### src/pkg/frps_regs.svh
// register offsets, control bit positions, unlock keys, reset values and timing
`ifndef FRPS_REGS_SVH
`define FRPS_REGS_SVH

`define FRPS_OFS_PTR_LOW 5'h00
`define FRPS_OFS_PTR_HIGH 5'h04
`define FRPS_OFS_PTR_UPPER 5'h08
`define FRPS_OFS_LATCH 5'h0C
`define FRPS_OFS_UNLOCK 5'h10
`define FRPS_OFS_CTRL 5'h14
`define FRPS_OFS_TBL_CMD 5'h18
`define FRPS_OFS_INT_CTRL 5'h1C

`define FRPS_BIT_ERASE_SEL 4
`define FRPS_BIT_FAULT 3
`define FRPS_BIT_ARM 2
`define FRPS_BIT_START 1
`define FRPS_BIT_CMD_WRITE 2

`define FRPS_KEY_FIRST 8'h55
`define FRPS_KEY_SECOND 8'hAA

`define FRPS_RST_BYTE 8'h00
`define FRPS_RST_PTR 22'h000000
`define FRPS_ROW_MASK 22'h3FFFC0
`define FRPS_BLOCK_MASK 22'h3FFC00

`define FRPS_CLK_PERIOD_NS 100
`define FRPS_CYCLE_TIME_US 2000
`define FRPS_CYCLE_CYCLES ((`FRPS_CYCLE_TIME_US * 1000) / `FRPS_CLK_PERIOD_NS)

`endif

### src/pkg/frps_pkg.sv
// types shared by the row program sequencer modules
`default_nettype none
package frps_pkg;

   typedef enum logic [1:0] {
      KEY_IDLE = 2'b00,
      KEY_GOT_FIRST = 2'b01,
      KEY_OPEN = 2'b10
   } frps_key_t;

   typedef enum logic [1:0] {
      TBL_KEEP = 2'b00,
      TBL_POST_INC = 2'b01,
      TBL_POST_DEC = 2'b10,
      TBL_PRE_INC = 2'b11
   } frps_tbl_mode_t;

   typedef struct packed {
      logic [21:0] ptr;
      logic [7:0] latch;
      logic [7:0] int_ctl;
      logic erase_sel;
      logic fault;
      logic arm;
      logic start;
      frps_key_t key;
      logic rd_pend;
      logic rd_done;
      logic [7:0] rdata;
      logic go_prog;
      logic go_erase;
      logic [21:0] row_addr;
   } frps_state_t;

   typedef struct packed {
      logic [63:0][7:0] mem;
      logic [7:0] rd_data;
   } frps_buf_state_t;

   typedef struct packed {
      logic busy;
      logic [23:0] cnt;
   } frps_tmr_state_t;

endpackage
`default_nettype wire

### src/pkg/frps_buf_if.sv
// holding buffer port between the sequencer and its buffer memory
`default_nettype none
interface frps_buf_if;
   logic wr_en;
   logic [5:0] wr_idx;
   logic [7:0] wr_data;
   logic [5:0] rd_idx;
   logic [7:0] rd_data;
   modport seq (output wr_en, output wr_idx, output wr_data, output rd_idx, input rd_data);
   modport mem (input wr_en, input wr_idx, input wr_data, input rd_idx, output rd_data);
endinterface
`default_nettype wire

### src/design/frps_hold_buf.sv
// 64-byte holding buffer with a registered read port for the flash array
`default_nettype none
module frps_hold_buf (
   input wire logic clk_sys,
   input wire logic rst_n,
   frps_buf_if.mem bif
);
   import frps_pkg::*;

   frps_buf_state_t st_q, st_d;

   // contents survive a program cycle; only a table write changes them
   always_comb begin
      st_d = st_q;
      if (bif.wr_en) begin
         st_d.mem[bif.wr_idx] = bif.wr_data;
      end
      st_d.rd_data = st_q.mem[bif.rd_idx];
   end

   always_ff @(posedge clk_sys or negedge rst_n) begin
      if (!rst_n) begin
         st_q <= '0;
      end else begin
         st_q <= st_d;
      end
   end

   assign bif.rd_data = st_q.rd_data;
endmodule // frps_hold_buf
`default_nettype wire

### src/design/frps_cycle_timer.sv
// long-write timer: busy for a fixed count of cycles, stopped early by abort
`include "frps_regs.svh"
`default_nettype none
module frps_cycle_timer #(
   parameter int unsigned CYCLES = `FRPS_CYCLE_CYCLES
) (
   input wire logic clk_sys,
   input wire logic rst_n,
   input wire logic start,
   input wire logic abort,
   output logic busy,
   output logic done
);
   import frps_pkg::*;

   frps_tmr_state_t st_q, st_d;

   always_comb begin
      st_d = st_q;
      if (start && !st_q.busy) begin
         st_d.busy = 1'b1;
         st_d.cnt = 24'(CYCLES - 1);
      end else if (st_q.busy) begin
         if (abort || st_q.cnt == 24'h000000) begin
            st_d.busy = 1'b0;
         end else begin
            st_d.cnt = st_q.cnt - 24'h000001;
         end
      end
   end

   always_ff @(posedge clk_sys or negedge rst_n) begin
      if (!rst_n) begin
         st_q <= '0;
      end else begin
         st_q <= st_d;
      end
   end

   assign busy = st_q.busy;
   // comb so the owner can end its cycle on the very last busy cycle
   assign done = st_q.busy && st_q.cnt == 24'h000000 && !abort;

endmodule // frps_cycle_timer
`default_nettype wire

### src/design/frps_top.sv
// flash row program sequencer: table pointer, holding buffer, unlock and long-write control
//
// Function
// software fills all 64 buffer bytes first
// pre-increment table write bumps pointer, stores latch
// start ignored while program arm is clear
// start accepted only after 55h then AAh
// accepted start launches the flash cycle
// cpu stalled for the timed 2 ms cycle
// pointer must sit inside the buffered row
// software erases a block before reprogramming
// sixteen row loads fill one erase block
// reset during cycle sets program fault
// control bits 4..1, others read zero
// unlock register stores nothing, reads zero
// pointer split over three byte registers
// software verifies by table reads afterwards
// erase select plus arm erases instead
// erase ignores pointer bits 9:0
// holding buffer kept after a cycle
// software masks interrupts around key writes
// start reads set until timer ends cycle
// software clears arm after each cycle
`include "frps_regs.svh"
`default_nettype none
module frps_top #(
   parameter int unsigned CYCLE_CYCLES = `FRPS_CYCLE_CYCLES
) (
   input wire logic clk_sys,
   input wire logic rst_n,
   input wire logic [4:0] avs_address,
   input wire logic avs_read,
   input wire logic avs_write,
   input wire logic [31:0] avs_writedata,
   input wire logic [3:0] avs_byteenable,
   output logic [31:0] avs_readdata,
   output logic avs_waitrequest,
   input wire logic external_reset_pin_evt,
   input wire logic watchdog_timer_evt,
   output logic cpu_stall,
   output logic flash_prog_go,
   output logic flash_erase_go,
   output logic [21:0] flash_row_addr,
   output logic [21:0] flash_rd_addr,
   input wire logic [7:0] flash_rd_data,
   input wire logic [5:0] flash_buf_idx,
   output logic [7:0] flash_buf_data
);
   import frps_pkg::*;

   frps_state_t st_q, st_d;
   frps_buf_if bif ();

   logic wr_ok;
   logic [7:0] wd;
   logic hit_unlock;
   logic hit_ctrl;
   logic hit_cmd;
   logic tbl_wr;
   logic tbl_rd;
   frps_tbl_mode_t mode;
   logic [21:0] ptr_inc;
   logic [21:0] ptr_dec;
   logic launch;
   logic abort_evt;
   logic tmr_done;
   logic [7:0] rd_mux;

   // only byte lane 0 carries register data
   assign wr_ok = avs_write && avs_byteenable[0];
   assign wd = avs_writedata[7:0];
   assign hit_unlock = avs_address == `FRPS_OFS_UNLOCK;
   assign hit_ctrl = avs_address == `FRPS_OFS_CTRL;
   assign hit_cmd = avs_address == `FRPS_OFS_TBL_CMD;
   assign tbl_wr = wr_ok && hit_cmd && wd[`FRPS_BIT_CMD_WRITE];
   assign tbl_rd = wr_ok && hit_cmd && !wd[`FRPS_BIT_CMD_WRITE];
   assign mode = frps_tbl_mode_t'(wd[1:0]);
   assign ptr_inc = st_q.ptr + 22'h000001;
   assign ptr_dec = st_q.ptr - 22'h000001;

   // a reset source only counts as a fault while a cycle is running
   assign abort_evt = st_q.start && (external_reset_pin_evt || watchdog_timer_evt);

   // start needs arm already set and the key pair just completed
   assign launch = wr_ok && hit_ctrl && wd[`FRPS_BIT_START] && !st_q.start
                   && st_q.arm && st_q.key == KEY_OPEN;

   // buffer writes are short writes: no flash cycle, just the byte
   assign bif.wr_en = tbl_wr;
   assign bif.wr_idx = (mode == TBL_PRE_INC) ? ptr_inc[5:0] : st_q.ptr[5:0];
   assign bif.wr_data = st_q.latch;
   assign bif.rd_idx = flash_buf_idx;
   assign flash_buf_data = bif.rd_data;

   frps_hold_buf u_buf (
      .clk_sys(clk_sys),
      .rst_n(rst_n),
      .bif(bif)
   );

   frps_cycle_timer #(
      .CYCLES(CYCLE_CYCLES)
   ) u_tmr (
      .clk_sys(clk_sys),
      .rst_n(rst_n),
      .start(launch),
      .abort(abort_evt),
      .busy(),
      .done(tmr_done)
   );

   always_comb begin
      rd_mux = 8'h00;
      case (avs_address)
         `FRPS_OFS_PTR_LOW: rd_mux = st_q.ptr[7:0];
         `FRPS_OFS_PTR_HIGH: rd_mux = st_q.ptr[15:8];
         `FRPS_OFS_PTR_UPPER: rd_mux = {2'h0, st_q.ptr[21:16]};
         `FRPS_OFS_LATCH: rd_mux = st_q.latch;
         `FRPS_OFS_CTRL: rd_mux = {3'h0, st_q.erase_sel, st_q.fault, st_q.arm,
                                   st_q.start, 1'b0};
         `FRPS_OFS_INT_CTRL: rd_mux = st_q.int_ctl;
         // unlock, command and unmapped words read as zero
         default: rd_mux = 8'h00;
      endcase
   end

   always_comb begin
      st_d = st_q;
      st_d.go_prog = 1'b0;
      st_d.go_erase = 1'b0;

      // read answer is registered, so a read waits one cycle, or two while a pre-increment table read is pending
      if (avs_read && !st_q.rd_done && !st_q.rd_pend) begin
         st_d.rd_done = 1'b1;
         st_d.rdata = rd_mux;
      end else begin
         st_d.rd_done = 1'b0;
      end

      if (st_q.rd_pend) begin
         st_d.latch = flash_rd_data;
         st_d.rd_pend = 1'b0;
      end

      if (wr_ok) begin
         // any write other than the key pair breaks the sequence, the start write included
         st_d.key = KEY_IDLE;
         case (avs_address)
            `FRPS_OFS_PTR_LOW: st_d.ptr[7:0] = wd;
            `FRPS_OFS_PTR_HIGH: st_d.ptr[15:8] = wd;
            `FRPS_OFS_PTR_UPPER: st_d.ptr[21:16] = wd[5:0];
            `FRPS_OFS_LATCH: st_d.latch = wd;
            `FRPS_OFS_INT_CTRL: st_d.int_ctl = wd;
            `FRPS_OFS_UNLOCK: begin
               if (wd == `FRPS_KEY_FIRST) begin
                  st_d.key = KEY_GOT_FIRST;
               end else if (wd == `FRPS_KEY_SECOND && st_q.key == KEY_GOT_FIRST) begin
                  st_d.key = KEY_OPEN;
               end
            end
            `FRPS_OFS_CTRL: begin
               st_d.erase_sel = wd[`FRPS_BIT_ERASE_SEL];
               st_d.arm = wd[`FRPS_BIT_ARM];
               // software may clear the fault but never set it
               st_d.fault = st_q.fault && wd[`FRPS_BIT_FAULT];
            end
            `FRPS_OFS_TBL_CMD: begin
               case (mode)
                  TBL_POST_INC: st_d.ptr = ptr_inc;
                  TBL_POST_DEC: st_d.ptr = ptr_dec;
                  TBL_PRE_INC: st_d.ptr = ptr_inc;
                  default: st_d.ptr = st_q.ptr;
               endcase
               if (tbl_rd) begin
                  // pre-increment read must wait for the new address to reach flash
                  if (mode == TBL_PRE_INC) begin
                     st_d.rd_pend = 1'b1;
                  end else begin
                     st_d.latch = flash_rd_data;
                  end
               end
            end
            default: st_d.ptr = st_q.ptr;
         endcase
      end

      if (launch) begin
         st_d.start = 1'b1;
         if (wd[`FRPS_BIT_ERASE_SEL]) begin
            st_d.go_erase = 1'b1;
            st_d.row_addr = st_q.ptr & `FRPS_BLOCK_MASK;
         end else begin
            st_d.go_prog = 1'b1;
            st_d.row_addr = st_q.ptr & `FRPS_ROW_MASK;
         end
      end

      if (tmr_done) begin
         st_d.start = 1'b0;
      end

      // set wins over a software clear in the same cycle
      if (abort_evt) begin
         st_d.start = 1'b0;
         st_d.arm = 1'b0;
         st_d.fault = 1'b1;
      end
   end

   always_ff @(posedge clk_sys or negedge rst_n) begin
      if (!rst_n) begin
         st_q <= '0;
         st_q.ptr <= `FRPS_RST_PTR;
         st_q.latch <= `FRPS_RST_BYTE;
         st_q.int_ctl <= `FRPS_RST_BYTE;
         st_q.key <= KEY_IDLE;
      end else begin
         st_q <= st_d;
      end
   end

   assign avs_waitrequest = avs_read && !st_q.rd_done;
   assign avs_readdata = {24'h000000, st_q.rdata};
   // the cpu sees the whole long write as one stall
   assign cpu_stall = st_q.start;
   assign flash_prog_go = st_q.go_prog;
   assign flash_erase_go = st_q.go_erase;
   assign flash_row_addr = st_q.row_addr;
   assign flash_rd_addr = st_q.ptr;

   logic [23:0] stall_cnt_q;
   logic aborted_q;
   // first key seen on the last write, with no other write since
   logic key1_q;

   always_ff @(posedge clk_sys or negedge rst_n) begin
      if (!rst_n) begin
         stall_cnt_q <= 24'h000000;
         aborted_q <= 1'b0;
         key1_q <= 1'b0;
      end else begin
         stall_cnt_q <= st_q.start ? stall_cnt_q + 24'h000001 : 24'h000000;
         aborted_q <= abort_evt;
         key1_q <= wr_ok ? (hit_unlock && wd == `FRPS_KEY_FIRST) : key1_q;
      end
   end
endmodule // frps_top
`default_nettype wire

### config.mk
export PLATFORM = sky130hd
export DESIGN_NAME = frps_top
export DESIGN_NICKNAME = d
export VERILOG_FILES = /design/src/pkg/frps_pkg.sv /design/src/pkg/frps_buf_if.sv /design/src/design/frps_hold_buf.sv /design/src/design/frps_cycle_timer.sv /design/src/design/frps_top.sv
export VERILOG_INCLUDE_DIRS = /design/src /design/src/pkg
export SDC_FILE = /design/constraint.sdc
export NUM_CORES = 1
export LEC_CHECK = 0
export ABC_AREA = 1
export ABC_CLOCK_PERIOD_IN_PS = 3150
export BUFFER_PORTS_ARGS = -buffer_cell sky130_fd_sc_hd__buf_2
export CORE_MARGIN = 2
export CORE_UTILIZATION = 35
export CTS_BUF_LIST = sky130_fd_sc_hd__clkbuf_8
export DETAILED_ROUTE_END_ITERATION = 12
export PLACE_DENSITY_LB_ADDON = 0.05
export REMOVE_ABC_BUFFERS = 1
export SLEW_MARGIN = 20
export SYNTH_ARGS = -nofsm -noshare
export SYNTH_HDL_FRONTEND = slang
export SYNTH_HIERARCHICAL = 1
export SYNTH_SLANG_ARGS = --single-unit
### constraint.sdc
create_clock -name clk_sys -period 3.15 [get_ports clk_sys]
set_clock_uncertainty 0.1 [all_clocks]
set_input_delay 0 -clock clk_sys [delete_from_list [all_inputs] [get_ports clk_sys]]
set_output_delay 0 -clock clk_sys [all_outputs]
set_load 0.005 [all_outputs]
==> results by group <==
Layout
  – Share of layout cells above drive strength 1: 0.111
  – Fin nets: 4,089
  – Area Overhead vs Synth: 15.1%
  – Fillers: 9,128

Detailed routing
  – WL/cell: 19.1 um
  – Total number of vias: 26,400
  – DRT iter0 DRCs: 2,004
  – Vias per inst: 5.01
  – Final wirelength: 101,000 um
  – DR DRC count: 0
  – Antenna viol nets, final: 0
  – 1st-pass router iterations: 5

Global route
  – All-Layer GR Usage: 0.227
  – Initial antenna violation count: 1
  – First-pass GRT wire length: 158,000 um
  – Vias in the first global route: 25,700
  – Global route total overflow: 0
  – Largest net degree at the start of global routing: 119

Pwr
  – LEAKAGE: 16.3 nW
  – Clk pwr share: 0.408
  – Pint: 13.0 mW
  – Psw: 5.96 mW
  – Comb power frac: 0.154
  – Pwr dens: 542 nW/um^2
  – Sw Share: 0.314
  – Sequential Power Share: 0.438
  – Max IR drop VDD: 308 uV

Place
  – Dpl hpwl: 63,600 um
  – DP Worst Slack: 0.0472 ns
  – Port Buffers: 91
  – RePlAce Congestion: 0.825

STA
  – Final hold violations: 0
  – RSZ-0062 raised after global routing: true
  – Slack of the critical path: 0.0700 ns
  – Final setup fails: 0
  – Slew Limit Fails: 0
  – Worst slew margin: 0.324
  – F_max: 0.325 GHz
  – Min Tclk post-route: 3.08 ns
  – Final period utilization: 0.978
  – Least-Margin Pin Slew: 1.01 ns
  – Worst hold slack: 0.0904 ns

Yosys
  – Count leader, synth: nand2_1
  – Ys Warns: 6
  – Share of synthesized registers carrying an async set or reset: 1.00
  – EDFF count, synth: 0
  – Top post-synthesis cells by area: dfrtp_1 51%, nand2_1 17%, nand3_1 8.7%, o21ai_0 7.4%, nor2_1 2.4%
  – Syn_area_per_cell: 7.72 um^2
  – Post-synth top area share: 0.508
  – Cells after Synth: 3,938
  – Sequential area share after synthesis: 0.508
  – Main synth FF type: dfrtp_1
  – Seq cells post-synth: 617
  – Post-Syn Area: 30,400 um^2
  – Synth cell count leaders: 1,360 x nand2_1, 617 x dfrtp_1, 527 x nand3_1, 447 x o21ai_0, 197 x nor2_1
  – Yosys top cell by area: dfrtp_1
  – Count of different cell masters after synthesis: 46

Die
  – Core ar.: 86,500 um^2
  – Die Ht: 299 um
  – Initial core utilization: 0.352
  – Row count: 108
  – I/O pin count: 149
  – Die ar.: 89,300 um^2
  – Die W: 299 um

CTS
  – CTS tree: built
  – Clock root cell: clkbuf_8
  – Worst-Skew Late Latency: 0.77 ns
  – Clk slew on worst S/H paths: 0.06 ns
  – Clock tree buffer depth: 3
  – CTS Sinks: 617
  – CTS HTree Levels: 3
  – Inserted Clock Buffers: 115

Worst hold path
  – Hold Path Origin: avs_address[1]
  – Hold Crit Endpoint: flash_rd_addr[18]
  – Hold path depth: 8
  – Worst min path class: primary input to flop

Setup path
  – WS Path Type: flop to flop
  – Worst Setup Start Kind: flop
  – Worst EP arrival: 3.60 ns
  – Reg2Reg Setup Slack: 0.07 ns
  – Reg-to-reg startpoint: u_buf/st_q[209]
  – Worst r2r dst: u_buf/bif.rd_data[1]
  – WP data required: 3.67 ns
  – Crit path capture type: flop
  – CP max FO: 2
  – Worst r2r path cells: 11

Flow run
  – Max-cap violation count: 0

Outcome
  – Outcome: finished, final reports clean
placed cells by master, fill, tap and decap left out, types with 10 or more instances in the layout:
master	synthesis	final
buf_12	0	22
nor2_1	197	197
conb_1	1	30
xor2_1	10	10
buf_4	88	80
inv_2	13	21
clkinv_2	1	12
o21ai_1	60	60
o21ai_0	447	447
dfrtp_1	617	617
buf_2	24	88
nor3_1	19	18
clkbuf_8	0	144
nor2_2	16	16
nand3_1	527	526
dlygate4sd3_1	0	76
nand4_1	20	20
nand2_1	1360	1353
inv_1	114	157
nand2_2	17	24
a21oi_1	97	97
kinds of logic (layout without fill, tap and decap cells):
group / after synthesis / count (layout) / share of synthesized area
other: 1 / 35 / 0.000123
AND/OR/NAND/NOR: 2188 / 2188 / 0.305
buffers and inverters: 466 / 615 / 0.0704
XOR/XNOR: 11 / 11 / 0.00317
AO/OA/AOI/OAI: 650 / 650 / 0.111
flip-flops: 617 / 617 / 0.508
adder cells (fa/ha/maj): 4 / 4 / 0.00165
multiplexers: 1 / 1 / 0.000370
registers in the layout (all words and copies together) (netlist names):
register,cells
flash_row_addr,16
cpu_stall,1
st_q,15
u_buf/bif.rd_data,8
avs_readdata,8
flash_prog_go,1
u_tmr/busy,1
flash_rd_addr,22
bif.wr_data,8
flash_erase_go,1
u_tmr/st_q,24
u_buf/st_q,512
cell type report:
| type | count | area (um^2) | area share |
|---|---|---|---|
| inverter | 137 | 526 | 0.0150 |
| tap | 1155 | 1450 | 0.0413 |
| sequential | 617 | 15400 | 0.441 |
| multi-input combinational | 2884 | 13000 | 0.371 |
| clock buffer | 144 | 1980 | 0.0566 |
| antenna | 5 | 12.5 | 0.000358 |
| timing repair buffer | 269 | 2300 | 0.0657 |
| clock inverter | 65 | 318 | 0.00908 |
per-stage QoR:
| step | instance area [um^2] | total power, mW | TNS [ns] | utilization | instances |
|---|---|---|---|---|---|
| global placement | 31900 | 11.3 | 0 | 0.368 | 4985 |
| floorplan | 28900 | 9.63 | -9.36 | - | 3638 |
| CTS | 34900 | 19.3 | 0 | 0.404 | 5271 |
| detailed placement | 31900 | 11.3 | 0 | 0.368 | 4985 |
| global route | 35000 | 19.9 | -3.37 | 0.405 | 5276 |
| finish | 35000 | 19.0 | 0 | 0.405 | 5276 |
power by group through the flow:
stage	registers, mW	clock network (mW)	logic [mW]
final	8.31	7.74	2.93
after global routing	8.33	8.39	3.22
after CTS	8.30	8.03	2.96
after detailed placement	8.44	0	2.85
after global placement	8.44	0	2.87
after floorplan	8.39	0	1.24
worst max-delay path, stage by stage (launching register included):
cell           delay [ns]
dfrtp_1              0.38
nand2_1              0.06
nand3_1              0.08
nand3_1              0.17
nand2_1              0.08
nand2_1              0.08
nand3_1              0.09
dlygate4sd3_1        0.57
nand3_1              0.08
dlygate4sd3_1        0.56
nand2_1              0.09
dlygate4sd3_1        0.60
worst max path at each step:
stage | startpoint | endpoint | slack [ns] | cells past startpoint
after global placement | flash_rd_addr[0] | u_buf/st_q[506] | 0.18 | 8
after floorplan | flash_buf_idx[0] | u_buf/bif.rd_data[3] | -1.18 | 9
after detailed placement | flash_rd_addr[1] | u_buf/st_q[458] | 0.05 | 9
final | u_buf/st_q[209] | u_buf/bif.rd_data[1] | 0.07 | 11
after global routing | flash_rd_addr[1] | u_buf/st_q[8] | -0.14 | 10
after CTS | flash_rd_addr[1] | u_buf/st_q[463] | 0.06 | 10
per-layer routing:
layer  share of wire  up-vias  GRT usage
met5               0        -          0
met2            0.46      557      0.367
met1            0.48    12700      0.322
li1                -    13000          -
met4           0.022        0     0.0564
met3           0.039      147     0.0310
what timing repair did:
action                                 CTS  global route
endpoints found under the hold margin  692             0
setup buffers                            0             0
resized for setup                        0            10
hold buffers                            77             0
setup endpoints to repair                0           105
No activity file was read; power rests on OpenSTA's default activity.
